### config.mk
export PLATFORM = sky130hd
export DESIGN_NAME = adc_cfg_regs
export DESIGN_NICKNAME = d
export VERILOG_FILES = /design/src/shared/adc_cfg_pkg.sv /design/src/shared/reg_access_if.sv /design/src/rtl/serial_front.sv /design/src/rtl/adc_cfg_regs.sv
export SDC_FILE = /design/constraint.sdc
export NUM_CORES = 1
export LEC_CHECK = 0
export ABC_CLOCK_PERIOD_IN_PS = 4200
export BUFFER_PORTS_ARGS = -buffer_cell sky130_fd_sc_hd__buf_4
export CELL_PAD_IN_SITES_DETAIL_PLACEMENT = 1
export CELL_PAD_IN_SITES_GLOBAL_PLACEMENT = 1
export CORE_ASPECT_RATIO = 0.8
export CORE_MARGIN = 2
export CORE_UTILIZATION = 40
export DETAILED_ROUTE_END_ITERATION = 10
export PLACE_DENSITY_LB_ADDON = 0.15
export SLEW_MARGIN = 25
export SYNTH_ARGS = -nofsm -noshare
export SYNTH_HDL_FRONTEND = slang
export SYNTH_SLANG_ARGS = --single-unit
### constraint.sdc
create_clock -name clk_sys -period 4.2 [get_ports clk_sys]
set_input_delay 0.84 -clock clk_sys [delete_from_list [all_inputs] [get_ports clk_sys]]
set_output_delay 0.84 -clock clk_sys [all_outputs]
set_load 0.02 [all_outputs]
### src/shared/adc_cfg_pkg.sv
// Constants for the converter configuration register slice.
// Assumes byte-wide serial register access with 15-bit byte addresses.
`default_nettype none
package adc_cfg_pkg;

    // Serial frame layout
    localparam int ADDR_W = 15;                          // Byte address width
    localparam int DATA_W = 8;                           // Data byte width
    localparam int FRAME_BITS = 24;                      // Bits in one access frame
    localparam int ADDR_DONE_BITS = 16;                  // Bits up to the end of the address
    localparam int CNT_W = 5;                            // Frame bit counter width

    // Byte offsets
    localparam logic [14:0] OFS_CLOCK_SELECT = 15'h0029;  // Clock control holding the SYSREF delay pick
    localparam logic [14:0] OFS_NOISE_CTRL = 15'h002B;    // clock_noise_control
    localparam logic [14:0] OFS_EDGE_POS0 = 15'h002C;     // sysref_edge_position bits 7:0
    localparam logic [14:0] OFS_EDGE_POS1 = 15'h002D;     // sysref_edge_position bits 15:8
    localparam logic [14:0] OFS_EDGE_POS2 = 15'h002E;     // sysref_edge_position bits 23:16
    localparam logic [14:0] OFS_SPAN_LO = 15'h0030;       // fullscale_span bits 7:0
    localparam logic [14:0] OFS_SPAN_HI = 15'h0031;       // fullscale_span bits 15:8
    localparam logic [14:0] OFS_POWER_PROFILE = 15'h0037; // power_profile_code
    localparam logic [14:0] OFS_TIMESTAMP = 15'h003B;     // timestamp_input_control

    // Reset values
    localparam logic [7:0] RST_CLOCK_SELECT = 8'h80;      // Reserved top bit set
    localparam logic [7:0] RST_NOISE_CTRL = 8'h10;        // Reserved bit 4 set
    localparam logic [15:0] RST_SPAN = 16'hA000;          // Middle span
    localparam logic [7:0] RST_POWER_PROFILE = 8'h4B;     // High performance
    localparam logic [7:0] RST_TIMESTAMP = 8'h00;         // Input off
    localparam logic [23:0] RST_EDGE_POS = 24'h00_0000;   // Edge position before first capture

    // Power profile codes
    localparam logic [7:0] PROFILE_LOW_POWER = 8'h46;     // Only up to 1 GSPS
    localparam logic [7:0] PROFILE_HIGH_PERF = 8'h4B;     // Default

    // Field positions
    localparam int BIT_ANALOG_QUIET = 2;                  // Analog supply quieting
    localparam int BIT_CLOCK_QUIET = 0;                   // Clock supply quieting
    localparam int BIT_TS_TERM = 1;                       // Timestamp termination mode
    localparam int BIT_TS_RECV = 0;                       // Timestamp receiver on
    localparam int DELAY_PICK_MSB = 3;                    // SYSREF delay pick top bit

    // Frame states, one-hot
    typedef enum logic [2:0] {
        ST_IDLE = 3'b001,
        ST_SHIFT = 3'b010,
        ST_DONE = 3'b100
    } frame_state_t;

endpackage
`default_nettype wire

### src/shared/reg_access_if.sv
// Register access carrier between the serial front end and the register bank.
// Assumes both ends run on the same system clock.
`timescale 1ns/1ps
`default_nettype none
interface reg_access_if;
    logic [14:0] addr;   // Byte address of the access
    logic [7:0] wdata;   // Write byte
    logic wr;            // One-cycle write strobe
    logic [7:0] rdata;   // Read byte for addr, combinational

    // Serial side drives the access
    modport front (output addr, output wdata, output wr, input rdata);
    // Bank side answers it
    modport bank (input addr, input wdata, input wr, output rdata);
endinterface
`default_nettype wire

### src/rtl/serial_front.sv
// Serial port front end: turns frames into byte register accesses.
// Assumes sclk, cs_n and sdi are synchronous to clk_sys and sclk is at most clk_sys/4.
`timescale 1ns/1ps
`default_nettype none
module serial_front
(
    input wire logic clk_sys,
    input wire logic rst_n,
    input wire logic sclk,
    input wire logic cs_n,
    input wire logic sdi,
    output logic sdo,
    output logic sdo_oe_n,
    reg_access_if.front acc
);
    adc_cfg_pkg::frame_state_t state, next_state;   // Frame progress
    logic [4:0] cnt, next_cnt;                      // Bits received
    logic [23:0] shreg, next_shreg;                 // Incoming bits
    logic [7:0] outsh, next_outsh;                  // Outgoing read byte
    logic is_read, next_is_read;                    // Frame is a read
    logic load, next_load;                          // Read byte load pending
    logic sclk_d, next_sclk_d;                      // Previous sclk
    logic [14:0] addr, next_addr;                   // Latched address
    logic [7:0] wdata, next_wdata;                  // Latched write byte
    logic wr, next_wr;                              // Write strobe
    logic oe_n, next_oe_n;                          // Output enable, low drives
    logic rise;                                     // sclk rising edge
    logic fall;                                     // sclk falling edge

    assign rise = sclk & ~sclk_d;
    assign fall = ~sclk & sclk_d;

    // Frame decoding next state
    always_comb
    begin
        next_state = state;
        next_cnt = cnt;
        next_shreg = shreg;
        next_outsh = outsh;
        next_is_read = is_read;
        next_load = 1'b0;
        next_sclk_d = sclk;
        next_addr = addr;
        next_wdata = wdata;
        next_wr = 1'b0;
        next_oe_n = oe_n;
        if (cs_n)
        begin
            // Deselect aborts any frame
            next_state = adc_cfg_pkg::ST_IDLE;
            next_cnt = 5'h0;
            next_oe_n = 1'b1;
        end
        else
        begin
            unique case (state)
                adc_cfg_pkg::ST_IDLE:
                begin
                    next_state = adc_cfg_pkg::ST_SHIFT;
                    next_cnt = 5'h0;
                end
                adc_cfg_pkg::ST_SHIFT:
                begin
                    if (rise)
                    begin
                        // Sample one bit, MSB first
                        next_shreg = {shreg[22:0], sdi};
                        next_cnt = cnt + 5'h1;
                        if (cnt == 5'(adc_cfg_pkg::ADDR_DONE_BITS - 1))
                        begin
                            // Address complete: latch it, fetch read byte
                            next_addr = {shreg[13:0], sdi};
                            next_is_read = shreg[14];
                            next_load = shreg[14];
                        end
                        if (cnt == 5'(adc_cfg_pkg::FRAME_BITS - 1))
                        begin
                            next_state = adc_cfg_pkg::ST_DONE;
                            next_wdata = {shreg[6:0], sdi};
                            next_wr = ~is_read;
                        end
                    end
                    if (load)
                    begin
                        // Byte ready before the first falling edge
                        next_outsh = acc.rdata;
                        next_oe_n = 1'b0;
                    end
                    else if (fall && !oe_n)
                    begin
                        next_outsh = {outsh[6:0], 1'b0};
                    end
                end
                adc_cfg_pkg::ST_DONE:
                begin
                    // Extra clocks until deselect are ignored
                    if (fall)
                    begin
                        next_oe_n = 1'b1;
                    end
                end
                default:
                begin
                    next_state = adc_cfg_pkg::ST_IDLE;
                end
            endcase
        end
    end

    // Frame decoding registers
    always_ff @(posedge clk_sys)
    begin
        if (!rst_n)
        begin
            state <= adc_cfg_pkg::ST_IDLE;
            cnt <= 5'h0;
            shreg <= 24'h00_0000;
            outsh <= 8'h00;
            is_read <= 1'b0;
            load <= 1'b0;
            sclk_d <= 1'b0;
            addr <= 15'h0000;
            wdata <= 8'h00;
            wr <= 1'b0;
            oe_n <= 1'b1;
        end
        else
        begin
            state <= next_state;
            cnt <= next_cnt;
            shreg <= next_shreg;
            outsh <= next_outsh;
            is_read <= next_is_read;
            load <= next_load;
            sclk_d <= next_sclk_d;
            addr <= next_addr;
            wdata <= next_wdata;
            wr <= next_wr;
            oe_n <= next_oe_n;
        end
    end

    assign sdo = outsh[7];
    assign sdo_oe_n = oe_n;
    assign acc.addr = addr;
    assign acc.wdata = wdata;
    assign acc.wr = wr;

    // Write strobe lasts one cycle only
    property p_wr_single;
        @(posedge clk_sys) disable iff (!rst_n) wr |=> !wr;
    endproperty
    a_wr_single: assert property (p_wr_single) else $error("write strobe longer than one cycle");

    // A read frame never raises a write strobe
    property p_read_no_wr;
        @(posedge clk_sys) disable iff (!rst_n) (state == adc_cfg_pkg::ST_SHIFT) && is_read && !cs_n |=> !wr;
    endproperty
    a_read_no_wr: assert property (p_read_no_wr) else $error("read frame produced a write");

    c_write: cover property (@(posedge clk_sys) disable iff (!rst_n) wr);
    c_read: cover property (@(posedge clk_sys) disable iff (!rst_n) load);

endmodule // serial_front
`default_nettype wire

### src/rtl/adc_cfg_regs.sv
// Configuration register slice: clock noise, SYSREF position, span, power profile, timestamp.
// Assumes a host on the serial port and analog status arriving synchronous to clk_sys.
//
// Functional notes
// - Bit 2 enables analog supply quieting
// - Bit 0 enables clock supply quieting
// - Read-only 24-bit SYSREF edge position status
// - 16-bit span, reset A000, all channels
// - Power profile resets 4B; 46 low power
// - Timestamp control: bit1 termination, bit0 receiver
// - Receiver bit gates the timestamp input
// - Four-bit SYSREF delay pick, separate register
`timescale 1ns/1ps
`default_nettype none
module adc_cfg_regs
(
    input wire logic clk_sys,
    input wire logic rst_n,
    input wire logic sclk,
    input wire logic cs_n,
    input wire logic sdi,
    output logic sdo,
    output logic sdo_oe_n,
    input wire logic [23:0] sysref_edge_position,
    input wire logic timestamp_in,
    output logic timestamp_gated,
    output logic analog_supply_quiet_en,
    output logic clock_supply_quiet_en,
    output logic [3:0] sysref_delay_pick,
    output logic [15:0] fullscale_span,
    output logic [7:0] power_profile_code,
    output logic power_profile_low,
    output logic timestamp_termination_mode,
    output logic timestamp_receiver_on
);
    reg_access_if acc();                                 // Access carrier

    logic [7:0] clock_select, next_clock_select;         // Holds the SYSREF delay pick
    logic [7:0] clock_noise_control, next_clock_noise_control;
    logic [15:0] span, next_span;                        // Shared full-scale span
    logic [7:0] profile, next_profile;                   // Power profile code
    logic [7:0] timestamp_input_control, next_timestamp_input_control;
    logic [23:0] pos, next_pos;                          // Captured edge position
    logic ts_gate, next_ts_gate;                         // Gated timestamp
    logic [7:0] rdata;                                   // Read mux result

    // Serial port front end
    serial_front u_front
    (
        .clk_sys(clk_sys),
        .rst_n(rst_n),
        .sclk(sclk),
        .cs_n(cs_n),
        .sdi(sdi),
        .sdo(sdo),
        .sdo_oe_n(sdo_oe_n),
        .acc(acc)
    );

    // Register write next values
    always_comb
    begin
        next_clock_select = clock_select;
        next_clock_noise_control = clock_noise_control;
        next_span = span;
        next_profile = profile;
        next_timestamp_input_control = timestamp_input_control;
        if (acc.wr)
        begin
            unique case (acc.addr)
                // Whole byte stored; reserved bits kept as written
                adc_cfg_pkg::OFS_CLOCK_SELECT: next_clock_select = acc.wdata;
                adc_cfg_pkg::OFS_NOISE_CTRL: next_clock_noise_control = acc.wdata;
                adc_cfg_pkg::OFS_SPAN_LO: next_span[7:0] = acc.wdata;
                adc_cfg_pkg::OFS_SPAN_HI: next_span[15:8] = acc.wdata;
                // Any code stored; reserved codes are the host's concern
                adc_cfg_pkg::OFS_POWER_PROFILE: next_profile = acc.wdata;
                adc_cfg_pkg::OFS_TIMESTAMP: next_timestamp_input_control = acc.wdata;
                // Status bytes and unmapped addresses ignore writes
                default:
                begin
                    next_clock_select = clock_select;
                end
            endcase
        end
    end

    // Status capture and timestamp gating next values
    always_comb
    begin
        next_pos = sysref_edge_position;
        // Input switched off while receiver bit clear
        next_ts_gate = timestamp_in & timestamp_input_control[adc_cfg_pkg::BIT_TS_RECV];
    end

    // Register file flops
    always_ff @(posedge clk_sys)
    begin
        if (!rst_n)
        begin
            clock_select <= adc_cfg_pkg::RST_CLOCK_SELECT;
            clock_noise_control <= adc_cfg_pkg::RST_NOISE_CTRL;
            span <= adc_cfg_pkg::RST_SPAN;
            profile <= adc_cfg_pkg::RST_POWER_PROFILE;
            timestamp_input_control <= adc_cfg_pkg::RST_TIMESTAMP;
            pos <= adc_cfg_pkg::RST_EDGE_POS;
            ts_gate <= 1'b0;
        end
        else
        begin
            clock_select <= next_clock_select;
            clock_noise_control <= next_clock_noise_control;
            span <= next_span;
            profile <= next_profile;
            timestamp_input_control <= next_timestamp_input_control;
            pos <= next_pos;
            ts_gate <= next_ts_gate;
        end
    end

    // Read mux, byte per address, little endian for wide registers
    always_comb
    begin
        unique case (acc.addr)
            adc_cfg_pkg::OFS_CLOCK_SELECT: rdata = clock_select;
            adc_cfg_pkg::OFS_NOISE_CTRL: rdata = clock_noise_control;
            adc_cfg_pkg::OFS_EDGE_POS0: rdata = pos[7:0];
            adc_cfg_pkg::OFS_EDGE_POS1: rdata = pos[15:8];
            adc_cfg_pkg::OFS_EDGE_POS2: rdata = pos[23:16];
            adc_cfg_pkg::OFS_SPAN_LO: rdata = span[7:0];
            adc_cfg_pkg::OFS_SPAN_HI: rdata = span[15:8];
            adc_cfg_pkg::OFS_POWER_PROFILE: rdata = profile;
            adc_cfg_pkg::OFS_TIMESTAMP: rdata = timestamp_input_control;
            // Unmapped reads as zero
            default: rdata = 8'h00;
        endcase
    end
    assign acc.rdata = rdata;

    // Control outputs from register bits
    assign analog_supply_quiet_en = clock_noise_control[adc_cfg_pkg::BIT_ANALOG_QUIET];
    assign clock_supply_quiet_en = clock_noise_control[adc_cfg_pkg::BIT_CLOCK_QUIET];
    assign sysref_delay_pick = clock_select[adc_cfg_pkg::DELAY_PICK_MSB:0];
    assign fullscale_span = span;
    assign power_profile_code = profile;
    assign power_profile_low = (profile == adc_cfg_pkg::PROFILE_LOW_POWER);
    assign timestamp_termination_mode = timestamp_input_control[adc_cfg_pkg::BIT_TS_TERM];
    assign timestamp_receiver_on = timestamp_input_control[adc_cfg_pkg::BIT_TS_RECV];
    assign timestamp_gated = ts_gate;

    // Analog quieting follows the written bit 2
    property p_analog_quiet;
        @(posedge clk_sys) disable iff (!rst_n)
            acc.wr && acc.addr == adc_cfg_pkg::OFS_NOISE_CTRL |=> analog_supply_quiet_en == $past(acc.wdata[2]);
    endproperty
    a_analog_quiet: assert property (p_analog_quiet) else $error("analog quieting bit not taken");

    // Clock quieting follows the written bit 0
    property p_clock_quiet;
        @(posedge clk_sys) disable iff (!rst_n)
            acc.wr && acc.addr == adc_cfg_pkg::OFS_NOISE_CTRL |=> clock_supply_quiet_en == $past(acc.wdata[0]);
    endproperty
    a_clock_quiet: assert property (p_clock_quiet) else $error("clock quieting bit not taken");

    // Middle status byte reads the captured position one cycle late
    property p_pos_read;
        @(posedge clk_sys) disable iff (!rst_n)
            acc.addr == adc_cfg_pkg::OFS_EDGE_POS1 ##1 acc.addr == adc_cfg_pkg::OFS_EDGE_POS1
            |-> acc.rdata == $past(sysref_edge_position[15:8]);
    endproperty
    a_pos_read: assert property (p_pos_read) else $error("edge position byte wrong");

    // Upper span byte write leaves the lower byte alone
    property p_span_hi;
        @(posedge clk_sys) disable iff (!rst_n)
            acc.wr && acc.addr == adc_cfg_pkg::OFS_SPAN_HI
            |=> fullscale_span == {$past(acc.wdata), $past(fullscale_span[7:0])};
    endproperty
    a_span_hi: assert property (p_span_hi) else $error("span upper byte write wrong");

    // Profile code is high performance right after reset
    property p_profile_reset;
        @(posedge clk_sys) disable iff (!rst_n)
            !$past(rst_n) |-> power_profile_code == adc_cfg_pkg::PROFILE_HIGH_PERF && !power_profile_low;
    endproperty
    a_profile_reset: assert property (p_profile_reset) else $error("profile reset value wrong");

    // Termination mode follows the written bit 1
    property p_ts_term;
        @(posedge clk_sys) disable iff (!rst_n)
            acc.wr && acc.addr == adc_cfg_pkg::OFS_TIMESTAMP |=> timestamp_termination_mode == $past(acc.wdata[1]);
    endproperty
    a_ts_term: assert property (p_ts_term) else $error("termination bit not taken");

    // Receiver clear for two cycles keeps the gated input quiet the next cycle
    property p_ts_off;
        @(posedge clk_sys) disable iff (!rst_n)
            !timestamp_receiver_on [*2] |=> !timestamp_gated;
    endproperty
    a_ts_off: assert property (p_ts_off) else $error("timestamp passed while receiver off");

    // Delay pick follows the low nibble written
    property p_delay_pick;
        @(posedge clk_sys) disable iff (!rst_n)
            acc.wr && acc.addr == adc_cfg_pkg::OFS_CLOCK_SELECT |=> sysref_delay_pick == $past(acc.wdata[3:0]);
    endproperty
    a_delay_pick: assert property (p_delay_pick) else $error("delay pick not taken");

    // Profile holds while not written
    property p_profile_hold;
        @(posedge clk_sys) disable iff (!rst_n)
            !(acc.wr && acc.addr == adc_cfg_pkg::OFS_POWER_PROFILE) |=> $stable(power_profile_code);
    endproperty
    a_profile_hold: assert property (p_profile_hold) else $error("profile changed without a write");

    c_low_power: cover property (@(posedge clk_sys) disable iff (!rst_n) power_profile_low);
    c_ts_pass: cover property (@(posedge clk_sys) disable iff (!rst_n) timestamp_gated);
    c_span_min: cover property (@(posedge clk_sys) disable iff (!rst_n) fullscale_span == 16'h2000);

endmodule // adc_cfg_regs
`default_nettype wire

==> results of run 1 <==
-- cell type report --
class	count	area [µm²]	share of cell area (%)
Clock inverter	10	109	1.57
Clock buffer	21	450	6.49
Multi-Input combinational cell	443	2960	42.6
Inverter	9	33.8	0.487
Sequential cell	132	2640	38.1
Timing Repair Buffer	69	518	7.46
Tap cell	184	230	3.32
-- worst paths after layout --
check                           slack (ns)          endpoint
worst max register to register        1.61  u_front.outsh[2]
worst min register to register        0.46      u_front.load
worst min-delay path                  0.46      u_front.load
worst max-delay path                  1.61  u_front.outsh[2]
-- synth_stat cells, drive strengths merged (9+ instances only) --
cell type,count,area [µm²]
dfxtp,132,2640
nand2,101,382
mux2i,48,480
a21boi,47,353
nor2b,37,231
and2,26,163
clkbuf,24,91.3
nand3,21,105
buf,20,115
nor2,19,81.3
o21ai,12,60.1
a21oi,10,50.1
inv,9,33.8
-- metrics by stage --
| stage | instances | worst slack [ns] |
|---|---|---|
| after detailed placement | 837 | 1.47 |
| final | 868 | 1.61 |
| after floorplan | 628 | 2.00 |
| after CTS | 868 | 1.69 |
| after global routing | 868 | 1.44 |
| after global placement | 837 | 1.48 |
-- flip-flops by register name, summed over array words and instances, names as in the netlist --
signal / cells
pos: 24
fullscale_span: 16
u_front.acc.addr: 15
u_front.shreg: 15
clock_noise_control: 8
clock_select: 8
power_profile_code: 8
timestamp_input_control: 8
u_front.acc.wdata: 8
u_front.outsh: 8
u_front.cnt: 5
u_front.state: 3
timestamp_gated: 1
u_front.acc.wr: 1
u_front.is_read: 1
u_front.load: 1
u_front.sclk_d: 1
u_front.sdo_oe_n: 1
-- power groups by stage --
| stage | logic (mW) | clock network (mW) | registers (mW) |
|---|---|---|---|
| CTS | 0.0727 | 1.45 | 1.28 |
| detailed placement | 0.0719 | 0 | 1.30 |
| floorplan | 0.0448 | 0 | 1.30 |
| global placement | 0.0699 | 0 | 1.30 |
| finish | 0.0724 | 1.42 | 1.28 |
| global route | 0.0793 | 1.51 | 1.28 |
-- logic make-up after synthesis --
group                      after synthesis
AOI/OAI and AO/OA                      115
xor gates and xnor gates                 3
adders and majority gates                2
buffers and inverters                   53
DFF                                    132
muxes                                   51
and+or+nand+nor                        272
-- worst max-delay path, delay by kind of cell (launching register included) --
kind / cells / cell delay [ns]
and+or+nand+nor: 2 / 1.29
DFF: 1 / 0.73
AOI/OAI and AO/OA: 3 / 0.50
-- routing by layer --
layer / track usage, % / up-vias / share of wire [%]
met2: 33.3 / 159 / 41
met3: 7.51 / 21 / 7.6
li1: - / 2313 / -
met5: 0 / - / 0
met4: 6.46 / 0 / 1.3
met1: 35.2 / 2363 / 50
==> impl_table.tex, run 1 <==
\begin{tabular}{lr}
\hline
Metric & Value \\
\hline
\multicolumn{2}{l}{\textbf{Setup path}} \\
\quad Crit path required time & 4.55 ns \\
\quad Chain of cells forming the critical path & nand4b\_1 > nor4\_2 > a221o\_1 > a221oi\_1 > a21oi\_1 \\
\quad Setup Crit Path Kind & register to register \\
\quad WP data arrival & about 3 ns \\
\quad Reg-to-Reg Start & u\_front.acc.addr[0] \\
\quad Peak fanout along the critical path & 17 \\
\quad Nature of the critical path startpoint & register \\
\quad Worst setup startpoint & u\_front.acc.addr[0] \\
\quad Type of element capturing the critical path & register \\
\quad Max incr delay on CP & 0.83 ns \\
\quad FF-to-FF path depth & 5 \\
\quad Slowest cell on the critical path & sky130\_fd\_sc\_hd\_\_nor4\_2 \\
\multicolumn{2}{l}{\textbf{Routing}} \\
\quad Average wire per standard cell & 20.6 µm \\
\quad Iteration count of the initial detailed-routing pass & 5 \\
\quad Final wirelength & 17900 µm \\
\quad DR vias & slightly below 5000 \\
\quad Final ANT Viol Nets & 0 \\
\quad DRC errors left & 0 \\
\quad First-iteration detailed-routing DRC count & 379 \\
\quad Vias per cell & 5.59 \\
\multicolumn{2}{l}{\textbf{Cells and area}} \\
\quad Fillcell total & 1640 \\
\quad Share of layout cells above drive strength 1 & 17.3\% \\
\quad Number of nets in the final layout & 704 \\
\quad Area growth, synth to finish & 18.9\% \\
\quad Post-route cell area & just under 0.007 mm² \\
\quad Most common library cell in the layout ignoring fill and taps & sky130\_fd\_sc\_hd\_\_dfxtp\_1 \\
\quad Final design utilization & 48.5\% \\
\quad Most frequent cells in the layout & sky130\_fd\_sc\_hd\_\_dfxtp\_1, sky130\_fd\_sc\_hd\_\_nand2\_1, sky130\_fd\_sc\_hd\_\_buf\_4 \\
\quad Inserted Diodes & 0 \\
\multicolumn{2}{l}{\textbf{Power}} \\
\quad Gate power share & 2.6\% \\
\quad Design Power & approximately 2.8 mW \\
\quad Cell Int Power & approximately 2.2 mW \\
\quad Worst IR drop on VDD & 0.000274 V \\
\quad Reg power frac & 46.0\% \\
\quad Power density cells & roughly 400 mW/mm² \\
\quad Leakage component of the power & 2.45 nW \\
\quad Sw Share & 21.2\% \\
\quad Switching power & 0.587 mW \\
\quad Share of power burned in the clock network & 51.4\% \\
\multicolumn{2}{l}{\textbf{Logic synthesis}} \\
\quad Post-Synth Simple-Gate Area & between 20\% and 30\% \\
\quad Post-Synth XOR/XNOR Area & 0.450\% \\
\quad Complex-gate fraction of the synthesized area & 14.3\% \\
\quad Multiplexer share of the synthesized area & under 10\% \\
\quad Main combinational cell family by area after synthesis & simple AND/OR/NAND/NOR gates \\
\quad Prevailing post-synth register cell & sky130\_fd\_sc\_hd\_\_dfxtp\_1 \\
\quad Number of enable flip-flop cells after synthesis & 0 \\
\quad Number of warnings issued by yosys & 0 \\
\quad Mean instance size in the synthesized netlist & a little over 9 µm² \\
\quad Count of unique library cells instantiated by Yosys & between 60 and 70 \\
\quad Cells after synthesis & 628 \\
\quad Post-synthesis instance area & 0.00584 mm² \\
\quad Sequential area share after synthesis & 45.3\% \\
\quad Syn\_nets & between 600 and 700 \\
\quad Flip-flop and latch count after synthesis & 132 \\
\quad Post-Synth Adder-Cell Area & 0.429\% \\
\quad Async SR Flop Fraction & 0\% \\
\multicolumn{2}{l}{\textbf{Clocking}} \\
\quad Worst-skew pair later-pin latency & 0.42 ns \\
\quad Buffer depth of the longest clock path & 2 \\
\quad Total clock buffers created by CTS & 17 \\
\quad Count of buffers added by post-CTS timing repair for setup & 0 \\
\quad Number of buffers added to fix hold violations after cts & 0 \\
\quad Sink count of the clock tree & 132 \\
\quad Clock slew at the register clock pins of the worst setup and hold paths & 0.06 ns \\
\quad Cell chosen for the clock root & sky130\_fd\_sc\_hd\_\_clkbuf\_16 \\
\quad Count of cells resized by post-cts repair & 0 \\
\quad CTS tree & built \\
\quad H-tree levels & 4 \\
\multicolumn{2}{l}{\textbf{STA}} \\
\quad Number of max-slew violations in the final report & 0 \\
\quad Minimum hold slack & between 0.4 and 0.5 ns \\
\quad Transition at the pin with the smallest max-transition slack & 0.810 ns \\
\quad Final worst path period need & 2.59 ns \\
\quad Final Hold Viols & 0 \\
\quad Setup repair after global routing missed its margin & false \\
\quad Worst-case clock skew & 0.0132 ns \\
\quad Part of the cycle the worst path needs & 61.6\% \\
\quad Setup total negative slack & 0 ns \\
\quad Rel. slew slack & 46.0\% \\
\quad Peak Freq & $\sim$0.39 GHz \\
\quad Finish-stage setup viols & 0 \\
\multicolumn{2}{l}{\textbf{Min path}} \\
\quad Worst hold path depth & 2 \\
\quad Hold\_sp & u\_front.shreg[14] \\
\quad Path type of the worst min-delay path & register to register \\
\multicolumn{2}{l}{\textbf{Floorplan}} \\
\quad Die Area & 0.0156 mm² \\
\quad Floorplan die width & 139 µm \\
\quad Core footprint & 0.0143 mm² \\
\quad Row count & 39 \\
\quad Die height & 112 µm \\
\quad Initial Util & 40.8\% \\
\quad \# IOs & 66 \\
\multicolumn{2}{l}{\textbf{GRT}} \\
\quad Largest net degree at the start of global routing & 75 \\
\quad Initial antenna violation count & 0 \\
\quad Total track usage & about a quarter \\
\quad Number of global-route vias before repair & about 5000 \\
\quad Total congestion overflow after global routing & 0 \\
\quad Global-route wire length before repair & around 29000 µm \\
\multicolumn{2}{l}{\textbf{Placed design}} \\
\quad Port buffer count & 65 \\
\quad Sum of net half-perimeters after detailed placement & 12500 µm \\
\quad Gp weighted congestion & 0.887 \\
\quad Standard cell area after detailed placement & 0.00638 mm² \\
\multicolumn{2}{l}{\textbf{Run}} \\
\quad Number of violations of the max-capacitance limit & 0 \\
\multicolumn{2}{l}{\textbf{Run status}} \\
\quad Run status & finished clean \\
\hline
\end{tabular}
No activity file was read; power rests on OpenSTA's default activity.
==> inputs of run 2 (changes only) <==
--- a/config.mk
+++ b/config.mk
@@ -5,7 +5,8 @@
 export SDC_FILE = /design/constraint.sdc
 export NUM_CORES = 1
 export LEC_CHECK = 0
-export ABC_CLOCK_PERIOD_IN_PS = 4200
+export ABC_AREA = 1
+export ABC_CLOCK_PERIOD_IN_PS = 2400
 export BUFFER_PORTS_ARGS = -buffer_cell sky130_fd_sc_hd__buf_4
 export CELL_PAD_IN_SITES_DETAIL_PLACEMENT = 1
 export CELL_PAD_IN_SITES_GLOBAL_PLACEMENT = 1
==> constraint.sdc (replaced) <==
create_clock -name clk_sys -period 2.4 [get_ports clk_sys]
set_input_delay 0.48 -clock clk_sys [delete_from_list [all_inputs] [get_ports clk_sys]]
set_output_delay 0.48 -clock clk_sys [all_outputs]
set_load 0.02 [all_outputs]
==> run 2 against run 1 <==
Against the previous run: global-route usage up 1.3 points; core utilization rose by 1.2 points; critical path depth up 3; non-clock buffer count is 2 higher; wire length shrank 1.8%; fmax rose by 28%; clock power is 78% higher; sequential power is 74% higher; via count rose by 8.6%; total power increased by 77%.
==> impl_table.tex, run 2 <==
\begin{tabular}{lr}
\hline
Metric & Value \\
\hline
\multicolumn{2}{l}{\textbf{Run status}} \\
\quad Run status & finished clean (unchanged) \\
\multicolumn{2}{l}{\textbf{Logic synthesis}} \\
\quad Top cell type by total area after synthesis & sky130\_fd\_sc\_hd\_\_dfxtp\_1 (unchanged) \\
\quad Post-synthesis instance area & 0.00565 mm² (was 0.00584 mm²) \\
\quad Share of the synthesized area in the top cell type & 46.8\% (was 45.3\%) \\
\quad Cells taking the most area after synthesis & sky130\_fd\_sc\_hd\_\_dfxtp\_1, sky130\_fd\_sc\_hd\_\_nor2\_1, sky130\_fd\_sc\_hd\_\_nand2\_1 (was sky130\_fd\_sc\_hd\_\_dfxtp\_1, sky130\_fd\_sc\_hd\_\_mux2i\_1, sky130\_fd\_sc\_hd\_\_nand2\_1) \\
\quad Flip-flop and latch count after synthesis & 132 (unchanged) \\
\quad Number of warnings issued by yosys & 0 (unchanged) \\
\quad Most common cell in the synthesized netlist & sky130\_fd\_sc\_hd\_\_dfxtp\_1 (unchanged) \\
\quad Number of enable flip-flop cells after synthesis & 0 (unchanged) \\
\quad Async SR Flop Fraction & 0\% (unchanged) \\
\quad Cell types with the highest counts after synthesis & sky130\_fd\_sc\_hd\_\_dfxtp\_1, sky130\_fd\_sc\_hd\_\_nor2\_1, sky130\_fd\_sc\_hd\_\_nand2\_1 (was sky130\_fd\_sc\_hd\_\_dfxtp\_1, sky130\_fd\_sc\_hd\_\_nand2\_1, sky130\_fd\_sc\_hd\_\_mux2i\_1) \\
\quad Syn\_nets & 800 (was 660) \\
\quad Prevailing post-synth register cell & sky130\_fd\_sc\_hd\_\_dfxtp\_1 (unchanged) \\
\quad Mean instance size in the synthesized netlist & 7.36 µm² (was 9.30 µm²) \\
\quad Cells after synthesis & 768 (was 628) \\
\quad Sequential area share after synthesis & 46.8\% (was 45.3\%) \\
\quad Count of unique library cells instantiated by Yosys & 34 (was 68) \\
\multicolumn{2}{l}{\textbf{Routing}} \\
\quad Average wire per standard cell & 17.3 µm (was 20.6 µm) \\
\quad Final ANT Viol Nets & 0 (unchanged) \\
\quad Vias per cell & 5.20 (was 5.59) \\
\quad Final wirelength & 17600 µm (was 17900 µm) \\
\quad Iteration count of the initial detailed-routing pass & 5 (unchanged) \\
\quad First-iteration detailed-routing DRC count & 235 (was 379) \\
\quad DR vias & 5274 (was 4856) \\
\quad DRC errors left & 0 (unchanged) \\
\multicolumn{2}{l}{\textbf{Floorplan}} \\
\quad Row count & 38 (was 39) \\
\quad Core footprint & 0.0137 mm² (was 0.0143 mm²) \\
\quad Initial Util & 41.3\% (was 40.8\%) \\
\quad Floorplan die width & 137 µm (was 139 µm) \\
\quad Die Area & 0.0151 mm² (was 0.0156 mm²) \\
\quad Die height & 110 µm (was 112 µm) \\
\quad \# IOs & 66 (unchanged) \\
\multicolumn{2}{l}{\textbf{STA}} \\
\quad Number of max-slew violations in the final report & 0 (unchanged) \\
\quad Peak Freq & 0.494 GHz (was 0.386 GHz) \\
\quad Setup repair after global routing missed its margin & false (unchanged) \\
\quad Finish-stage setup viols & 0 (unchanged) \\
\quad Final worst path period need & 2.02 ns (was 2.59 ns) \\
\quad Final Hold Viols & 0 (unchanged) \\
\quad Setup total negative slack & 0 ns (unchanged) \\
\quad Transition at the pin with the smallest max-transition slack & 0.565 ns (was 0.810 ns) \\
\quad Part of the cycle the worst path needs & 84.3\% (was 61.6\%) \\
\quad Worst-case clock skew & 0.00398 ns (was 0.0132 ns) \\
\quad Minimum hold slack & 0.239 ns (was 0.462 ns) \\
\quad Rel. slew slack & 62.3\% (was 46.0\%) \\
\multicolumn{2}{l}{\textbf{Power}} \\
\quad Cell Int Power & 3.89 mW (was 2.19 mW) \\
\quad Power density cells & 721 mW/mm² (was 400 mW/mm²) \\
\quad Gate power share & 2.9\% (was 2.6\%) \\
\quad Share of power burned in the clock network & 51.6\% (was 51.4\%) \\
\quad Design Power & 4.90 mW (was 2.77 mW) \\
\quad Sw Share & 20.6\% (was 21.2\%) \\
\quad Worst IR drop on VDD & 0.000472 V (was 0.000274 V) \\
\quad Reg power frac & 45.5\% (was 46.0\%) \\
\quad Switching power & 1.01 mW (was 0.587 mW) \\
\quad Leakage component of the power & 3.06 nW (was 2.45 nW) \\
\multicolumn{2}{l}{\textbf{GRT}} \\
\quad Global-route wire length before repair & 28400 µm (was 28500 µm) \\
\quad Initial antenna violation count & 0 (unchanged) \\
\quad Largest net degree at the start of global routing & 100 (was 75) \\
\quad Number of global-route vias before repair & 5338 (was 4872) \\
\quad Total congestion overflow after global routing & 0 (unchanged) \\
\quad Total track usage & 25.1\% (was 23.8\%) \\
\multicolumn{2}{l}{\textbf{Min path}} \\
\quad Path type of the worst min-delay path & input pin to register (was register to register) \\
\quad Hold\_sp & sysref\_edge\_position[17] (was u\_front.shreg[14]) \\
\quad Worst hold path depth & 3 (was 2) \\
\quad Worst-case hold path end point & pos[17] (was u\_front.load) \\
\multicolumn{2}{l}{\textbf{Run}} \\
\quad Number of violations of the max-capacitance limit & 0 (unchanged) \\
\multicolumn{2}{l}{\textbf{Clocking}} \\
\quad CTS tree & built (unchanged) \\
\quad Total clock buffers created by CTS & 17 (unchanged) \\
\quad Count of buffers added by post-CTS timing repair for setup & 0 (unchanged) \\
\quad H-tree levels & 4 (unchanged) \\
\quad Buffer depth of the longest clock path & 2 (unchanged) \\
\quad Clock slew at the register clock pins of the worst setup and hold paths & 0.06 ns (about the same) \\
\quad Cell chosen for the clock root & sky130\_fd\_sc\_hd\_\_clkbuf\_16 (unchanged) \\
\quad Number of buffers added to fix hold violations after cts & 0 (unchanged) \\
\quad Worst-skew pair later-pin latency & 0.42 ns (about the same) \\
\quad Sink count of the clock tree & 132 (unchanged) \\
\quad Count of cells resized by post-cts repair & 0 (unchanged) \\
\multicolumn{2}{l}{\textbf{Cells and area}} \\
\quad Register name with the most flops & pos (unchanged) \\
\quad Share of layout cells above drive strength 1 & 17.2\% (was 17.3\%) \\
\quad Fillcell total & 1722 (was 1640) \\
\quad Most common library cell in the layout ignoring fill and taps & sky130\_fd\_sc\_hd\_\_dfxtp\_1 (unchanged) \\
\quad Post-route non-filler standard cell count & 1015 (was 868) \\
\quad Inserted Diodes & 0 (unchanged) \\
\quad Final design utilization & 49.7\% (was 48.5\%) \\
\quad Most frequent cells in the layout & sky130\_fd\_sc\_hd\_\_dfxtp\_1, sky130\_fd\_sc\_hd\_\_nor2\_1, sky130\_fd\_sc\_hd\_\_nand2\_1 (was sky130\_fd\_sc\_hd\_\_dfxtp\_1, sky130\_fd\_sc\_hd\_\_nand2\_1, sky130\_fd\_sc\_hd\_\_buf\_4) \\
\quad Number of nets in the final layout & 857 (was 704) \\
\quad Largest register FFs & 24 (unchanged) \\
\quad Area growth, synth to finish & 20.4\% (was 18.9\%) \\
\multicolumn{2}{l}{\textbf{Setup path}} \\
\quad WP data arrival & 2.33 ns (was 2.94 ns) \\
\quad RR Endpoint & u\_front.acc.addr[10] (was u\_front.outsh[2]) \\
\quad Crit path required time & 2.70 ns (was 4.55 ns) \\
\quad Nature of the critical path startpoint & register (unchanged) \\
\quad FF-to-FF path depth & 8 (was 5) \\
\quad Peak fanout along the critical path & 23 (was 17) \\
\quad Reg-to-Reg Start & u\_front.cnt[1] (was u\_front.acc.addr[0]) \\
\quad Setup Crit Path Kind & register to register (unchanged) \\
\quad Type of element capturing the critical path & register (unchanged) \\
\quad Flop2flop setup slack & 0.38 ns (was 1.61 ns) \\
\multicolumn{2}{l}{\textbf{Placed design}} \\
\quad Sum of net half-perimeters after detailed placement & 12300 µm (was 12500 µm) \\
\quad Gp weighted congestion & 0.847 (was 0.887) \\
\quad Port buffer count & 65 (unchanged) \\
\quad Placed Cells & 986 (was 837) \\
\hline
\end{tabular}
==> run 2: changes by cell type in the layout (fill, tap and decap cells not counted), moves of 26 or more <==
| cell | before | now |
|---|---|---|
| sky130_fd_sc_hd__a21boi_0 | 45 | 0 |
| sky130_fd_sc_hd__nand3_1 | 21 | 67 |
| sky130_fd_sc_hd__nor2_1 | 17 | 129 |
| sky130_fd_sc_hd__mux2i_1 | 48 | 0 |
| sky130_fd_sc_hd__nor2b_1 | 37 | 0 |
| sky130_fd_sc_hd__and2_1 | 26 | 0 |
| sky130_fd_sc_hd__o21ai_0 | 12 | 72 |
| sky130_fd_sc_hd__inv_1 | 9 | 79 |
| sky130_fd_sc_hd__a21oi_1 | 10 | 61 |
==> run 2: kinds of logic (layout without fill, tap and decap cells) <==
group                      after synthesis  count (layout)  synth area share [%]
AOI/OAI and AO/OA                      156             156                  14.9
adders and majority gates                2               2                 0.443
buffers and inverters                  121             188                  9.34
DFF                                    132             132                  46.8
and+or+nand+nor                        357             357                  28.5
==> run 2: power groups by stage <==
| stage | clock network (mW) | registers, mW | logic [mW] |
|---|---|---|---|
| 6_report | 2.53 | 2.23 | 0.142 |
| 5_1_grt | 2.66 | 2.24 | 0.162 |
| 3_3_place_gp | 0 | 2.28 | 0.136 |
| 4_1_cts | 2.58 | 2.23 | 0.144 |
| 3_5_place_dp | 0 | 2.28 | 0.143 |
| 2_1_floorplan | 0 | 2.28 | 0.0765 |
==> run 2: worst max-delay path, cell delays in order, from the launching register on <==
cell and delay [ns]:
sky130_fd_sc_hd__dfxtp_1 0.33, sky130_fd_sc_hd__ha_1 0.21, sky130_fd_sc_hd__nand2_1 0.11, sky130_fd_sc_hd__nor2_1 0.06
sky130_fd_sc_hd__ha_1 0.24, sky130_fd_sc_hd__nand2_2 0.31, sky130_fd_sc_hd__clkinv_1 0.36, sky130_fd_sc_hd__nor2_1 0.22
sky130_fd_sc_hd__nor2_1 0.07
==> run 2: area by class of cell <==
type	instances	area (µm²)	area share, %
clock inverters	5	75.1	1.10
repair buffers	71	558	8.20
flip-flops and latches	132	2640	38.8
well taps	180	225	3.31
clock buffers	24	492	7.23
multi-input cells	515	2480	36.5
inverters	88	332	4.87
==> run 2: metrics by stage <==
stage	setup WS, ns	area (µm²)
global placement	0.462	6240
CTS	0.385	6810
detailed placement	0.345	6240
finish	0.377	6810
floorplan	0.691	5650
global route	0.157	6810
==> run 2: how the worst max path moves through the flow <==
| stage | slack, ns | endpoint | from |
|---|---|---|---|
| 5_1_grt | 0.16 | clock_noise_control[7] | u_front.acc.addr[1] |
| 3_5_place_dp | 0.35 | u_front.acc.addr[4] | sclk |
| 3_3_place_gp | 0.46 | u_front.acc.addr[1] | sclk |
| 4_1_cts | 0.39 | u_front.acc.addr[10] | u_front.cnt[0] |
| 2_1_floorplan | 0.69 | power_profile_low | power_profile_code[1] |
| 6_report | 0.38 | u_front.acc.addr[10] | u_front.cnt[1] |
==> run 2: layer usage <==
metal | global-route usage (%) | vias up | part of all wire [%]
met2 | 39.6 | 134 | 45
met4 | 7.73 | 0 | 1.5
met5 | 0 | - | 0
met3 | 5.62 | 20 | 5.0
li1 | - | 2589 | -
met1 | 34.4 | 2531 | 49
